[config.mk]
export PLATFORM = sky130hd
export DESIGN_NAME = fscmon_core
export DESIGN_NICKNAME = d
export VERILOG_FILES = /design/src/hdl/fail_safe_clock_monitor_pkg.sv /design/src/hdl/fail_safe_clock_monitor_monitor.sv
export SDC_FILE = /design/constraint.sdc
export NUM_CORES = 1
export LEC_CHECK = 0
export BUFFER_PORTS_ARGS = -buffer_cell sky130_fd_sc_hd__buf_4
export CAP_MARGIN = 20
export CORE_MARGIN = 5
export CORE_UTILIZATION = 42
export DETAILED_ROUTE_END_ITERATION = 6
export GPL_TIMING_DRIVEN = 0
export PLACE_DENSITY = 0.73
export SKIP_CTS_REPAIR_TIMING = 1
export SLEW_MARGIN = 5
export SYNTH_ARGS = -nofsm -noshare
export SYNTH_HDL_FRONTEND = slang
export SYNTH_SLANG_ARGS = --single-unit
[constraint.sdc]
create_clock -name clk_sys_i -period 1.9 [get_ports clk_sys_i]
set_input_delay 0.38 -clock clk_sys_i [delete_from_list [all_inputs] [get_ports clk_sys_i]]
set_output_delay 0.38 -clock clk_sys_i [all_outputs]
set_load 0.05 [all_outputs]
[src/hdl/fail_safe_clock_monitor_pkg.sv]
// Package of constants and types for the fail-safe clock monitor.
package fscmon_pkg;

  // ****************************************
  // Sample clock and sizes
  // ****************************************
  localparam int unsigned SAMPLE_DIV     = 64;
  localparam int unsigned FREQ_SEL_W     = 3;
  localparam int unsigned OSC_CTRL_W     = 8;
  localparam logic [7:0]  OSC_CTRL_RESET = 8'h00;

  // ****************************************
  // Primary oscillator modes
  // ****************************************
  typedef enum logic [2:0] {
    FSCMON_MODE_EXT_CLOCK,
    FSCMON_MODE_EXT_RC,
    FSCMON_MODE_INT_RC,
    FSCMON_MODE_SLOW_XTAL,
    FSCMON_MODE_STD_XTAL,
    FSCMON_MODE_FAST_XTAL,
    FSCMON_MODE_FAST_PLL
  } fscmon_mode_t;

  // ****************************************
  // Clock control states
  // ****************************************
  typedef enum logic [1:0] {
    FSCMON_ST_STARTUP,
    FSCMON_ST_PRIMARY,
    FSCMON_ST_FAILSAFE,
    FSCMON_ST_PM
  } fscmon_state_t;

endpackage

[src/hdl/fail_safe_clock_monitor_monitor.sv]
// Fail-safe clock monitor with start-up hold-off and clock selection.
//
// Contract
// - Monitor and watchdog share the internal RC source.
// - On failure, device runs from internal mux clock.
// - Every fail-safe event clears watchdog and postscaler; the code only pulses watchdog_clear_o and has no postscaler.
// - Fail-safe ends only on reset, wake or power-managed entry.
// - After reset, internal clock until primary ready, flag set.
// - After switch to primary, monitoring resumes.
// - Primary never ready: stay internal, control reg unchanged.
// - Power-managed entry selects control register source, monitored only when that source is the primary.
// - Failure in power-managed mode never switches back automatically.
// - Idle failure with interrupt enabled wakes on internal clock; without it, CPU stays idle.
// - Non-crystal modes monitor immediately after wake; after reset, only once primary ready.
// - Crystal modes hold off monitoring until timers expire.
// - Crystal that never starts raises no failure flag.
// - New power-managed mode not using primary disables primary, also during start-up.
// - Sample clock is internal RC divided by 64.
// - Latch set by device clock fall, cleared by sample rise.
// - Failure when sample falling edge finds latch set.
// - Failure sets fail flag; control register not updated.
`timescale 1ns/100ps

module fscmon_core #(
  parameter int unsigned SAMPLE_DIV = fscmon_pkg::SAMPLE_DIV
) (
  // Clock and reset
  input  wire logic                                 clk_sys_i,
  input  wire logic                                 rst_n_i,
  // Internal RC source tick and monitored clock
  input  wire logic                                 rc_tick_i,
  input  wire logic                                 dev_clk_i,
  // Configuration
  input  wire logic                                 monitor_en_i,
  input  wire fscmon_pkg::fscmon_mode_t             primary_mode_i,
  input  wire logic [fscmon_pkg::FREQ_SEL_W-1:0]    internal_freq_select_i,
  // Start-up and power management
  input  wire logic                                 wake_i,
  input  wire logic                                 primary_ready_i,
  input  wire logic                                 pm_enter_i,
  input  wire logic                                 pm_idle_i,
  input  wire logic                                 pm_use_primary_i,
  input  wire logic [fscmon_pkg::OSC_CTRL_W-1:0]    osc_ctrl_wdata_i,
  input  wire logic                                 wake_irq_i,
  // Software side
  input  wire logic                                 fail_flag_clr_i,
  input  wire logic                                 fail_int_en_i,
  input  wire logic                                 watchdog_en_i,
  // Outputs
  output logic                                      rc_source_on_o,
  output logic                                      sel_internal_o,
  output logic [fscmon_pkg::FREQ_SEL_W-1:0]         internal_freq_o,
  output logic                                      primary_enable_o,
  output logic                                      primary_clock_running_flag_o,
  output logic [fscmon_pkg::OSC_CTRL_W-1:0]         oscillator_control_reg_o,
  output logic                                      osc_fail_int_flag_o,
  output logic                                      watchdog_clear_o,
  output logic                                      cpu_run_o
);

  if (SAMPLE_DIV < 2 || (SAMPLE_DIV % 2) != 0) begin : g_div_check
    $error("SAMPLE_DIV must be even and at least 2.");
  end

  localparam int unsigned DW = $clog2(SAMPLE_DIV);

  // ****************************************
  // Sample clock and monitor latch
  // ****************************************
  logic [DW-1:0] div_q, div_d;
  logic          samp_q, samp_d;
  logic          latch_q, latch_d;
  logic          dclk_q, dclk_d;
  logic          fail_det;
  logic          monitoring;

  always_comb begin
    div_d    = div_q;
    samp_d   = samp_q;
    dclk_d   = dev_clk_i;
    latch_d  = latch_q;
    fail_det = 1'b0;
    if (rc_tick_i) begin
      if (div_q == DW'(SAMPLE_DIV/2 - 1)) begin
        div_d  = '0;
        samp_d = ~samp_q;
      end else begin
        div_d = div_q + DW'(1);
      end
    end
    if (dclk_q && !dev_clk_i) begin
      latch_d = 1'b1;
    end
    if (rc_tick_i && samp_d && !samp_q) begin
      latch_d = 1'b0;
    end
    if (rc_tick_i && !samp_d && samp_q && latch_q && monitoring) begin
      fail_det = 1'b1;
    end
  end

  always_ff @(posedge clk_sys_i or negedge rst_n_i) begin
    if (!rst_n_i) begin
      div_q   <= '0;
      samp_q  <= 1'b0;
      latch_q <= 1'b0;
      dclk_q  <= 1'b0;
    end else begin
      div_q   <= div_d;
      samp_q  <= samp_d;
      latch_q <= latch_d;
      dclk_q  <= dclk_d;
    end
  end

  // ****************************************
  // Clock source control
  // ****************************************
  fscmon_pkg::fscmon_state_t         st_q, st_d;
  logic                              flag_q, flag_d;
  logic                              run_q, run_d;
  logic                              cpu_q, cpu_d;
  logic                              pm_prim_q, pm_prim_d;
  logic [fscmon_pkg::OSC_CTRL_W-1:0] ctrl_q, ctrl_d;
  logic                              wdclr_d, wdclr_q;
  logic [fscmon_pkg::FREQ_SEL_W-1:0] freq_q;
  logic                              crystal;

  always_comb begin
    crystal = (primary_mode_i == fscmon_pkg::FSCMON_MODE_SLOW_XTAL)
           || (primary_mode_i == fscmon_pkg::FSCMON_MODE_STD_XTAL)
           || (primary_mode_i == fscmon_pkg::FSCMON_MODE_FAST_XTAL)
           || (primary_mode_i == fscmon_pkg::FSCMON_MODE_FAST_PLL);
    monitoring = monitor_en_i && (st_q == fscmon_pkg::FSCMON_ST_PRIMARY
               || (st_q == fscmon_pkg::FSCMON_ST_PM && pm_prim_q));
  end

  always_comb begin
    st_d      = st_q;
    flag_d    = flag_q;
    run_d     = run_q;
    cpu_d     = cpu_q;
    pm_prim_d = pm_prim_q;
    ctrl_d    = ctrl_q;
    wdclr_d   = (internal_freq_select_i != freq_q);
    if (wake_i) begin
      st_d  = crystal ? fscmon_pkg::FSCMON_ST_STARTUP
                      : fscmon_pkg::FSCMON_ST_PRIMARY;
      run_d = !crystal;
    end else if (pm_enter_i) begin
      st_d      = fscmon_pkg::FSCMON_ST_PM;
      pm_prim_d = pm_use_primary_i;
      ctrl_d    = osc_ctrl_wdata_i;
      run_d     = pm_use_primary_i;
      cpu_d     = !pm_idle_i;
    end else begin
      unique case (st_q)
        fscmon_pkg::FSCMON_ST_STARTUP: begin
          if (primary_ready_i) begin
            st_d  = fscmon_pkg::FSCMON_ST_PRIMARY;
            run_d = 1'b1;
          end
        end
        fscmon_pkg::FSCMON_ST_PRIMARY: begin
          if (fail_det) begin
            st_d  = fscmon_pkg::FSCMON_ST_FAILSAFE;
            run_d = 1'b0;
          end
        end
        fscmon_pkg::FSCMON_ST_FAILSAFE: begin
          st_d = fscmon_pkg::FSCMON_ST_FAILSAFE;
        end
        fscmon_pkg::FSCMON_ST_PM: begin
          if (fail_det) begin
            st_d  = fscmon_pkg::FSCMON_ST_FAILSAFE;
            run_d = 1'b0;
            if (fail_int_en_i) begin
              cpu_d = 1'b1;
            end
          end
        end
      endcase
    end
    if (!cpu_q && wake_irq_i) begin
      cpu_d = 1'b1;
    end
    if (fail_flag_clr_i) begin
      flag_d = 1'b0;
    end
    if (fail_det) begin
      flag_d  = 1'b1;
      wdclr_d = 1'b1;
    end
  end

  always_ff @(posedge clk_sys_i or negedge rst_n_i) begin
    if (!rst_n_i) begin
      st_q      <= fscmon_pkg::FSCMON_ST_STARTUP;
      flag_q    <= 1'b0;
      run_q     <= 1'b0;
      cpu_q     <= 1'b1;
      pm_prim_q <= 1'b0;
      ctrl_q    <= fscmon_pkg::OSC_CTRL_RESET;
      wdclr_q   <= 1'b0;
      freq_q    <= '0;
    end else begin
      st_q      <= st_d;
      flag_q    <= flag_d;
      run_q     <= run_d;
      cpu_q     <= cpu_d;
      pm_prim_q <= pm_prim_d;
      ctrl_q    <= ctrl_d;
      wdclr_q   <= wdclr_d;
      freq_q    <= internal_freq_select_i;
    end
  end

  // ****************************************
  // Outputs
  // ****************************************
  assign rc_source_on_o               = monitor_en_i || watchdog_en_i;
  assign sel_internal_o               = !run_q;
  assign internal_freq_o              = freq_q;
  assign primary_enable_o             = (st_q != fscmon_pkg::FSCMON_ST_PM) || pm_prim_q;
  assign primary_clock_running_flag_o = run_q;
  assign oscillator_control_reg_o     = ctrl_q;
  assign osc_fail_int_flag_o          = flag_q;
  assign watchdog_clear_o             = wdclr_q;
  assign cpu_run_o                    = cpu_q;

endmodule

=== Word-level counts from Yosys, hierarchy flattened ===
Cells that the tools add are included.

* Output and inout bits: 18
* Input port bits: 28
* Word-level logic and storage cells: 89
* Register bits after elaboration: 27

* Bitwise operators: 2
* Add/sub/neg operators: 1
* Muxes and demuxes: 26
* Equal/unequal tests: 13
* Reduce and logical (&&, ||, !) cells: 35

{| class="wikitable"
|+ Operators with widths
! operator !! number
|-
| $mux W1 || 19
|-
| $logic_and A1 B1 Y1 || 10
|-
| $eq A3 B3 Y1 const B || 3
|-
| $reduce_bool A3 Y1 || 3
|-
| $mux W2 || 4
|-
| $logic_not A1 Y1 || 7
|-
| $add A6 B1 Y6 const B || 1
|-
| $eq A6 B5 Y1 const B || 1
|-
| $logic_or A1 B1 Y1 || 6
|-
| $mux W6 || 1
|-
| $pmux W2 S3 || 1
|-
| $eq A2 B2 Y1 const B || 2
|-
| $ne A4 B1 Y1 const B || 1
|-
| $ne A4 B4 Y1 const B || 1
|-
| $reduce_and A2 Y1 || 2
|-
| $reduce_and A4 Y1 || 1
|-
| $reduce_bool A2 Y1 || 2
|-
| $reduce_bool A4 Y1 || 1
|-
| $eq A3 B2 Y1 const B || 1
|-
| $ne A3 B3 Y1 || 1
|-
| $reduce_and A3 Y1 || 1
|-
| $eq A2 B1 Y1 const B || 1
|-
| $logic_not A2 Y1 || 1
|-
| $ne A2 B1 Y1 const B || 1
|-
| 4 further kinds || 5
|}

=== Depth between registers and ports, before layout ===
Gate-level depths: netlist of the first run.

* Word-level depth: 14
* Mapped depth: 6
* Gate-level depth less buffers: 5

=== Least setup slack after synthesis of the first run ===
Ideal clock, no wire load.

* Path kind: reg2reg
* Start: register div_q[0]
* End: register cpu_q (netlist: cpu_run_o)
* Data arrival time: 1.813 ns
* Slack: 0.003 ns
* Stages on the path, launching flop included: 7
* Library setup time: 0.085 ns
* Path through: dfrtp_1 -> ha_1 -> nand4_2 -> or4_4 -> buf_6 -> nor3_4 -> mux2_1

* Longest elaborated chain between the ends: 11

{| class="wikitable"
|+ Ends and longest elaborated chain
! element !! RTL line !! source
|-
| from (decl) || fail_safe_clock_monitor_monitor.sv:70 || <nowiki>logic [DW-1:0] div_q, div_d;</nowiki>
|-
| from (signal assigned) || fail_safe_clock_monitor_monitor.sv:109 || <nowiki>div_q <= div_d;</nowiki>
|-
| $eq A6 B5 Y1 || fail_safe_clock_monitor_monitor.sv:84 || <nowiki>if (div_q == DW'(SAMPLE_DIV/2 - 1)) begin</nowiki>
|-
| $mux W1 || fail_safe_clock_monitor_monitor.sv:84 ||
|-
| $mux W1 || fail_safe_clock_monitor_monitor.sv:83 || <nowiki>if (rc_tick_i) begin</nowiki>
|-
| $logic_not A1 Y1 || fail_safe_clock_monitor_monitor.sv:97 || <nowiki>if (rc_tick_i && !samp_d && samp_q && latch_q && monitoring) begin</nowiki>
|-
| $logic_and A1 B1 Y1 (4 in series) || fail_safe_clock_monitor_monitor.sv:97 ||
|-
| $mux W1 || fail_safe_clock_monitor_monitor.sv:97 ||
|-
| $reduce_bool A3 Y1 (no line) || n/a ||
|-
| $reduce_and A4 Y1 (no line) || n/a ||
|-
| to (signal assigned) || fail_safe_clock_monitor_monitor.sv:210 || <nowiki>cpu_q <= cpu_d;</nowiki>
|-
| to (decl) || fail_safe_clock_monitor_monitor.sv:122 || <nowiki>logic cpu_q, cpu_d;</nowiki>
|}

Every way passes these cells.
A chain may end at the register's enable or synchronous reset.

=== Worst setup path in the final report of the first run ===
* Start: register div_q[4]
* End: register cpu_q (netlist: cpu_run_o)

The elaborated chain is that of the path after synthesis.

==> flow_summary.ini, run 1 <==
[worst_setup_path]
crit_type = flop to flop
cp.arrival_ns = 2.06
worst_setup_path_end_kind = flop
worst_setup_path_start_kind = flop
required_ns = 2.18
crit_fanout = 7

[layout]
area_delta_synth_final_pct = 36.2
diodes = 0
drive_gt1_share_pct = 38.3
layout_common_cells = buf_4 (45), nand2_1 (34), dfrtp_1 (26)
fillCellCount = 241
finalNetCount = 192
final_area_mm2 = 0.00161
final_common_cell = buf_4
postLayoutCoreUtil_pct = 58.9
finalNonFillerCells = 193

[pwr]
vdd_drop_max_v = 0.000867
intPower_mw = 1.00
power_switching_uw = 578
leakage_nw = 0.789
clock_power_share_pct = 15.6
power_frac_seq_pct = 50.6
p_per_area_mw_per_mm2 = 982
combPwrFrac_pct = 33.8
p_sw_share_pct = 36.6

[outcome]
status = finished clean

[logic_synthesis]
synth_area_leaders = dfrtp_1 (55%), nand2_1 (11%), xnor2_1 (5.9%), dfstp_2 (2.2%), a21oi_1 (2.1%)
synth_seq_area_share_pct = 57.2
synthesis.area_mm2 = 0.00118
synth_nets = 142
ys_warn_count = 0
ys_types = 30
yosys.area.top_type = dfrtp_1
syn_inst = 113
syn_area_per_cell_um2 = 10.5
synth_top_area_share_pct = 55.0
yosys_register_bits = 27

[worst_hold_path]
hold_class = primary input to flop

[die]
start_util_pct = 43.2
die_h_um = 63.1
coreArea_mm2 = 0.00273
num_rows = 19
io_pins = 46
die-area_mm2 = 0.00398
die-width_um = 63.1

[timing]
setup_ws_ns = 0.114
clock_skew_ns = 0.00959
fin_crit_sh_pct = 94.0
tns_ns = 0
relSlewSlack_pct = 75.4
hold_viol_final = 0
maxSlewViolCount = 0
tightest_slew_ns = 0.368
finalSetupViolCount = 0
rsz0062_at_grt = no
fmax_ghz = 0.560
min_period_ns = 1.79

[grt]
grt_pass1_wl_um = 4280
grtUsageTotal_pct = 13.0
grt_max_degree = 28
antenna_found_initial = 0
gr-total-overflow = 0
grt_pass1_vias = 992

[route]
antenna_left = 0
vias_per_cell = 4.81
dr.first_iter.drc_count = 31
wl_um = 2540
drc_errors = 0
drt-pass1-iter-count = 4
vias = 929
post_drt_wl_per_cell_um = 13.2

[place]
placed_cell_area_mm2 = 0.00156
post-place-ws_ns = -0.113
place_hpwl_um = 1930
gp_congestion = 0.731
portBuffers = 45
dpl.cell_count = 189

[flow_run]
timing.max_cap.violations = 0

[clock_tree]
cts_made_buffers = 3
clock_sinks = 27
cts_max_path_buffers = 2
cts_tree = yes
cts_root_buf = clkbuf_4
clk_latency_ns = 0.33
clk_pin_slew_ns = 0.15
htreeDepth = 1
-- flip-flops by register name (all words and copies together), names as in the netlist --
register	count
latch_q	1
oscillator_control_reg_o	8
cpu_run_o	1
st_q	2
osc_fail_int_flag_o	1
samp_q	1
watchdog_clear_o	1
div_q	6
internal_freq_o	3
pm_prim_q	1
dclk_q	1
primary_clock_running_flag_o	1
-- cells in the mapped netlist --
| library cell | number |
|---|---|
| nand2b_1 | 2 |
| nand2_1 | 34 |
| nor4_2 | 1 |
| buf_6 | 2 |
| o21ai_0 | 2 |
| or2_2 | 1 |
| a21oi_1 | 5 |
| nand4_1 | 3 |
| a211oi_1 | 1 |
| clkbuf_1 | 1 |
| and2_2 | 1 |
| nor3_2 | 1 |
| xnor2_1 | 8 |
| or4_4 | 1 |
| nand3_1 | 1 |
| mux2_2 | 1 |
| dfstp_2 | 1 |
| xor2_1 | 1 |
| o211ai_1 | 1 |
| and3_4 | 1 |
| ha_1 | 1 |
| nand4_2 | 1 |
| mux2_1 | 1 |
| nor2b_1 | 2 |
| dfrtp_1 | 26 |
| or2b_1 | 1 |
| nor3_4 | 1 |
| or3_1 | 1 |
| inv_1 | 4 |
| nor2_1 | 6 |
-- path summary, 6_finish.rpt --
path                           start          endpoint  slack [ns]  depth (start not counted)
max                         div_q[4]         cpu_run_o        0.11                          4
min                        dev_clk_i            dclk_q        0.16                          1
min reg2reg                pm_prim_q         pm_prim_q        0.49                          2
max in group asynchronous    rst_n_i         cpu_run_o        1.12                          2
max reg2reg                 div_q[4]         cpu_run_o        0.11                          4
min in group asynchronous    rst_n_i  watchdog_clear_o        0.47                          2
-- through the flow --
stage | total power, mW | hold slack [ns]
CTS | 1.55 | -0.0614
global route | 1.69 | 0.137
floorplan | 1.11 | 0.0844
detailed placement | 1.30 | 0.316
global placement | 1.27 | 0.312
finish | 1.58 | 0.158
-- power by group through the flow --
stage / Combinational, mW / Clock (mW) / Sequential [mW]
2_1_floorplan: 0.221 / 0 / 0.893
3_3_place_gp: 0.488 / 0 / 0.783
3_5_place_dp: 0.509 / 0 / 0.790
4_1_cts: 0.510 / 0.260 / 0.778
5_1_grt: 0.581 / 0.285 / 0.820
6_report: 0.534 / 0.246 / 0.800
-- metal layers --
metal / routed length [µm] / vias to the layer above / part of all wire, % / track usage (%)
met4: 16 / 0 / 0.63 / 3.18
met1: 1140 / 436 / 45 / 16.5
li1: - / 464 / - / -
met2: 1230 / 27 / 48 / 21.5
met5: 0 / - / 0 / 0
met3: 153 / 2 / 6.0 / 4.09
-- critical path: stages, from the launching register on --
cell and delay (ns):
dfrtp_1 0.41, or2b_1 0.25, or4_4 0.59, nor3_4 0.17
mux2_4 0.31
-- kinds of logic after synthesis --
family	count (synthesis)	share of synthesized area, %
and+or+nand+nor	58	25.4
xor gates and xnor gates	9	6.67
adders and majority gates	1	1.06
DFF	27	57.2
AOI/OAI and AO/OA	9	4.23
buffers and inverters	7	3.49
muxes	2	1.90
-- cell type report --
| cell class | instances | area (µm²) | area share, % |
|---|---|---|---|
| Tap cell | 31 | 38.8 | 2.41 |
| Clock buffer | 3 | 22.5 | 1.40 |
| Inverter | 4 | 15.0 | 0.932 |
| Multi-Input combinational cell | 79 | 489 | 30.4 |
| Sequential cell | 27 | 677 | 42.0 |
| Buffer | 2 | 15.0 | 0.932 |
| Timing Repair Buffer | 46 | 348 | 21.6 |
| Clock inverter | 1 | 5.00 | 0.311 |
Note: power is estimated with default switching activity, not from simulation.
==> inputs of run 2 (changes only) <==
==> constraint.sdc (replaced) <==
create_clock -name clk_sys_i -period 1.9 [get_ports clk_sys_i]
set_input_delay 0.19 -clock clk_sys_i [delete_from_list [all_inputs] [get_ports clk_sys_i]]
set_output_delay 0.19 -clock clk_sys_i [all_outputs]
set_load 0.05 [all_outputs]
==> run 2 against run 1 <==
Net effect:
- die area unchanged
- worst hold slack worse by 0.11 ns
- critical path depth stayed put
- core utilization increased by 1.5 points
- via count rose by 0.75%
- total power rose by 0.13%
- routed wire length increased by 0.47%
- fmax rose by 0.49%
==> flow_summary.ini, run 2 (same netlist as run 1, synthesis figures left out) <==
[route]
drc_errors = 0
antenna_left = 0
vias = 936
drt-pass1-iter-count = 4
wl_um = 2550
dr.first_iter.drc_count = 40
post_drt_wl_per_cell_um = 13.0
vias_per_cell = 4.75

[die]
die-area_mm2 = 0.00398
die_h_um = 63.1
die-width_um = 63.1
io_pins = 46
start_util_pct = 43.2
num_rows = 19
coreArea_mm2 = 0.00273

[timing]
min_period_ns = 1.78
finalSetupViolCount = 0
maxSlewViolCount = 0
hold_viol_final = 0
rsz0062_at_grt = no
tightest_slew_ns = 0.364
clock_skew_ns = 0.0107
fmax_ghz = 0.563
relSlewSlack_pct = 75.8
fin_crit_sh_pct = 93.5

[outcome]
status = finished clean

[pwr]
leakage_nw = 0.805
vdd_drop_max_v = 0.000859
power_mw = 1.58
p_per_area_mw_per_mm2 = 959

[worst_setup_path]
crit_fanout = 7
cp.arrival_ns = 2.05
cp-endpoint = cpu_run_o
worst_setup_path_end_kind = flop
cp-startpoint = div_q[4]
crit_type = flop to flop
regToRegEndpoint = cpu_run_o
rrSetupSlack_ns = 0.12
rr_worst_depth = 4
required_ns = 2.18
worst_setup_path_start_kind = flop
r2r-start = div_q[4]

[place]
dpl.cell_count = 189
portBuffers = 45
place_hpwl_um = 1930
gp_congestion = 0.731
placed_cell_area_mm2 = 0.00156

[layout]
final_common_cell = buf_4
multi_input_area_um2 = 489
regArea_um2 = 677
finalNonFillerCells = 197
diodes = 0
layout_common_cells = buf_4 (45), nand2_1 (34), dfrtp_1 (26)
drive_gt1_share_pct = 37.3
final_area_mm2 = 0.00165
fillCellCount = 239
finalNetCount = 196
largest_register_ff_count = 8
area_delta_synth_final_pct = 39.6

[clock_tree]
clk_pin_slew_ns = 0.15
cts_max_path_buffers = 2
clk_latency_ns = 0.33
clock_sinks = 27
htreeDepth = 1
cts_root_buf = clkbuf_4
cts_made_buffers = 3
cts_tree = yes

[worst_hold_path]
hold_class = primary input to flop

[grt]
antenna_found_initial = 0
gr-total-overflow = 0
grtUsageTotal_pct = 13.0
grt_pass1_wl_um = 4280
grt_pass1_vias = 992
grt_max_degree = 28

[flow_run]
timing.max_cap.violations = 0
==> run 2: cell count changes in the layout (fill, tap and decap cells not counted) <==
cell,before,now
dlygate4sd3_1,1,5
==> run 2: per-layer routing <==
metal  global-route usage (%)  share of wire, %  vias up
li1                         -                 -      472
met1                     16.5                44      433
met2                     21.5                48       29
met3                     4.09               6.3        2
met4                     3.18              0.63        0
met5                        0                 0        -
==> run 2: cell type report <==
| cell class | count | area share (%) |
|---|---|---|
| clock inverters | 1 | 0.303 |
| repair buffers | 50 | 23.5 |
| well taps | 31 | 2.35 |
| flip-flops and latches | 27 | 41.0 |
| multi-input cells | 79 | 29.6 |
| plain buffers | 2 | 0.910 |
| inverters | 4 | 0.910 |
| clock buffers | 3 | 1.36 |
==> run 2: stage by stage <==
stage | worst slack [ns] | utilization (%) | TNS [ns] | hold WS, ns
after floorplan | 0.00260 | - | 0 | -0.106
after global placement | -0.0684 | 57.0 | -0.0684 | 0.122
after detailed placement | -0.113 | 57.0 | -0.113 | 0.126
after CTS | -0.128 | 58.0 | -0.153 | -0.251
after global routing | 0.0508 | 60.4 | 0 | 0.0240
final | 0.123 | 60.4 | 0 | 0.0439
==> run 2: critical path, cell delays in order, from the launching register on <==
cell	delay [ns]
dfrtp_1	0.41
or2b_1	0.25
or4_4	0.59
nor3_4	0.16
mux2_4	0.31
==> run 2: how the worst min path moves through the flow <==
stage | startpoint | endpoint | cells past startpoint
2_1_floorplan | rst_n_i | dclk_q | 0
3_3_place_gp | rst_n_i | watchdog_clear_o | 1
5_1_grt | osc_ctrl_wdata_i[2] | oscillator_control_reg_o[2] | 3
3_5_place_dp | rst_n_i | watchdog_clear_o | 1
6_report | osc_ctrl_wdata_i[6] | oscillator_control_reg_o[6] | 3
4_1_cts | rst_n_i | watchdog_clear_o | 1
==> run 2: report_power, final <==
group	internal, mW	switching [mW]
Combinational	0.237	0.301
Clock	0.0789	0.168
Sequential	0.691	0.107
Total	1.01	0.576
==> inputs of run 3 (changes only) <==
--- a/config.mk
+++ b/config.mk
@@ -8,10 +8,10 @@
 export BUFFER_PORTS_ARGS = -buffer_cell sky130_fd_sc_hd__buf_4
 export CAP_MARGIN = 20
 export CORE_MARGIN = 5
-export CORE_UTILIZATION = 42
+export CORE_UTILIZATION = 47
 export DETAILED_ROUTE_END_ITERATION = 6
 export GPL_TIMING_DRIVEN = 0
-export PLACE_DENSITY = 0.73
+export PLACE_DENSITY = 0.77
 export SKIP_CTS_REPAIR_TIMING = 1
 export SLEW_MARGIN = 5
 export SYNTH_ARGS = -nofsm -noshare
==> constraint.sdc (replaced) <==
create_clock -name clk_sys_i -period 1.8 [get_ports clk_sys_i]
set_input_delay 0.18 -clock clk_sys_i [delete_from_list [all_inputs] [get_ports clk_sys_i]]
set_output_delay 0.18 -clock clk_sys_i [all_outputs]
set_load 0.05 [all_outputs]
==> run 3 against run 2 <==
Net effect:
- routed wire length is 0.71% lower
- clock power is 6% higher
- register-to-register slack lost 0.07 ns
- highest routed layer unchanged
==> flow_summary.ini, run 3 (same netlist as run 1, synthesis figures left out) <==
[route]
post_drt_wl_per_cell_um = 12.7
drt-pass1-iter-count = 4
met2WireLength_um = 1280
met1_length_um = 1060
route.met3.wl_um = 182
vias_per_cell = 4.80
drc_errors = 0
antenna_left = 0
top_layer = met4
dr.first_iter.drc_count = 35
vias = 955
wl_um = 2540

[timing]
finalSetupViolCount = 0
maxSlewViolCount = 0
hold_viol_final = 0
relSlewSlack_pct = 74.8
fin_crit_sh_pct = 97.3
fmax_ghz = 0.571
whs_ns = 0.0279
rsz0062_at_grt = yes
min_period_ns = 1.75
tightest_slew_ns = 0.378
clock_skew_ns = 0.0124

[layout]
largest_register_ff_count = 8
final_common_cell = buf_4
diodes = 0
area_delta_synth_final_pct = 41.4
drive_gt1_share_pct = 38.5
layout_common_cells = buf_4 (48), nand2_1 (34), dfrtp_1 (26)
finalNetCount = 199

[clock_tree]
cts_root_buf = clkbuf_4
cts_tree = yes
clk_latency_ns = 0.32
clock_sinks = 27
clk_pin_slew_ns = 0.15
cts_max_path_buffers = 2
cts_made_buffers = 3
htreeDepth = 1

[place]
gp_congestion = 0.685
portBuffers = 45
place_hpwl_um = 1920

[outcome]
status = finished clean

[pwr]
p_per_area_mw_per_mm2 = 1030
vdd_drop_max_v = 0.000897
power_mw = 1.71
leakage_nw = 0.820

[worst_setup_path]
regToRegEndpoint = cpu_run_o
worst_setup_path_start_kind = flop
path_cells = or2b_1 -> or4_4 -> nor3_4 -> mux2_4
cpMaxStageDelayCell = or4_4
cp-endpoint = cpu_run_o
critical_path_depth = 4
worst_setup_path_end_kind = flop
cp.arrival_ns = 2.03
path_delay_family = simple AND/OR/NAND/NOR gates
crit_buf_inv = 0
required_ns = 2.08
crit_fanout = 7
crit_type = flop to flop
cp-startpoint = div_q[5]
rr_worst_depth = 4
r2r-start = div_q[5]
critPathMaxStageDelay_ns = 0.59
rrSetupSlack_ns = 0.05

[worst_hold_path]
hold_class = primary input to flop

[die]
die-width_um = 60.2
io_pins = 46
num_rows = 18
die_h_um = 60.2
die-area_mm2 = 0.00362
coreArea_mm2 = 0.00243
start_util_pct = 48.6

[flow_run]
timing.max_cap.violations = 0

[grt]
grt_pass1_wl_um = 3970
grtUsageTotal_pct = 14.5
gr-total-overflow = 0
grt_max_degree = 28
antenna_found_initial = 0
grt_pass1_vias = 924
-- run 3: cell type report --
class                      instances  area, µm²
sequential                        27        677
clock buffer                       3       22.5
multi-input combinational         79        489
inverter                           4       15.0
fill                             196        761
buffer                             2       15.0
timing repair buffer              53        410
tap                               30       37.5
clock inverter                     1       5.00
-- run 3: routing by layer --
| layer | up-vias | track usage (%) |
|---|---|---|
| met5 | - | 0 |
| met4 | 0 | 5.38 |
| met3 | 2 | 3.02 |
| met2 | 24 | 23.5 |
| met1 | 451 | 19.0 |
| li1 | 478 | - |
-- run 3: per-stage QoR --
stage | instance area (µm²) | TNS [ns] | std cells | setup slack, ns | utilization [%]
2_1_floorplan | 1200 | 0 | 113 | 0.0246 | -
3_3_place_gp | 1570 | -0.0238 | 188 | -0.0238 | 64.7
3_5_place_dp | 1570 | -0.0748 | 188 | -0.0748 | 64.7
4_1_cts | 1600 | -0.0814 | 192 | -0.0814 | 65.8
5_1_grt | 1670 | -0.0412 | 199 | -0.0412 | 68.7
6_report | 1670 | 0 | 199 | 0.0489 | 68.7
-- run 3: worst min-delay path, stage by stage --
cell     delay (ns)
buf_4          0.07
nand2_1        0.04
nand2_1        0.04
-- run 3: worst min path at each step --
stage | startpoint | end | slack [ns] | cells past startpoint
floorplan | rst_n_i | dclk_q | -0.12 | 0
detailed placement | rst_n_i | osc_fail_int_flag_o | 0.11 | 1
finish | osc_ctrl_wdata_i[6] | oscillator_control_reg_o[6] | 0.03 | 3
global placement | rst_n_i | osc_fail_int_flag_o | 0.11 | 1
CTS | rst_n_i | primary_clock_running_flag_o | -0.26 | 1
global route | osc_ctrl_wdata_i[6] | oscillator_control_reg_o[6] | 0.009 | 3
-- run 3: where the power goes --
part	internal [mW]	switching [mW]	total, mW
clock	0.0832	0.179	0.262
sequential	0.729	0.101	0.830
combinational	0.290	0.332	0.622
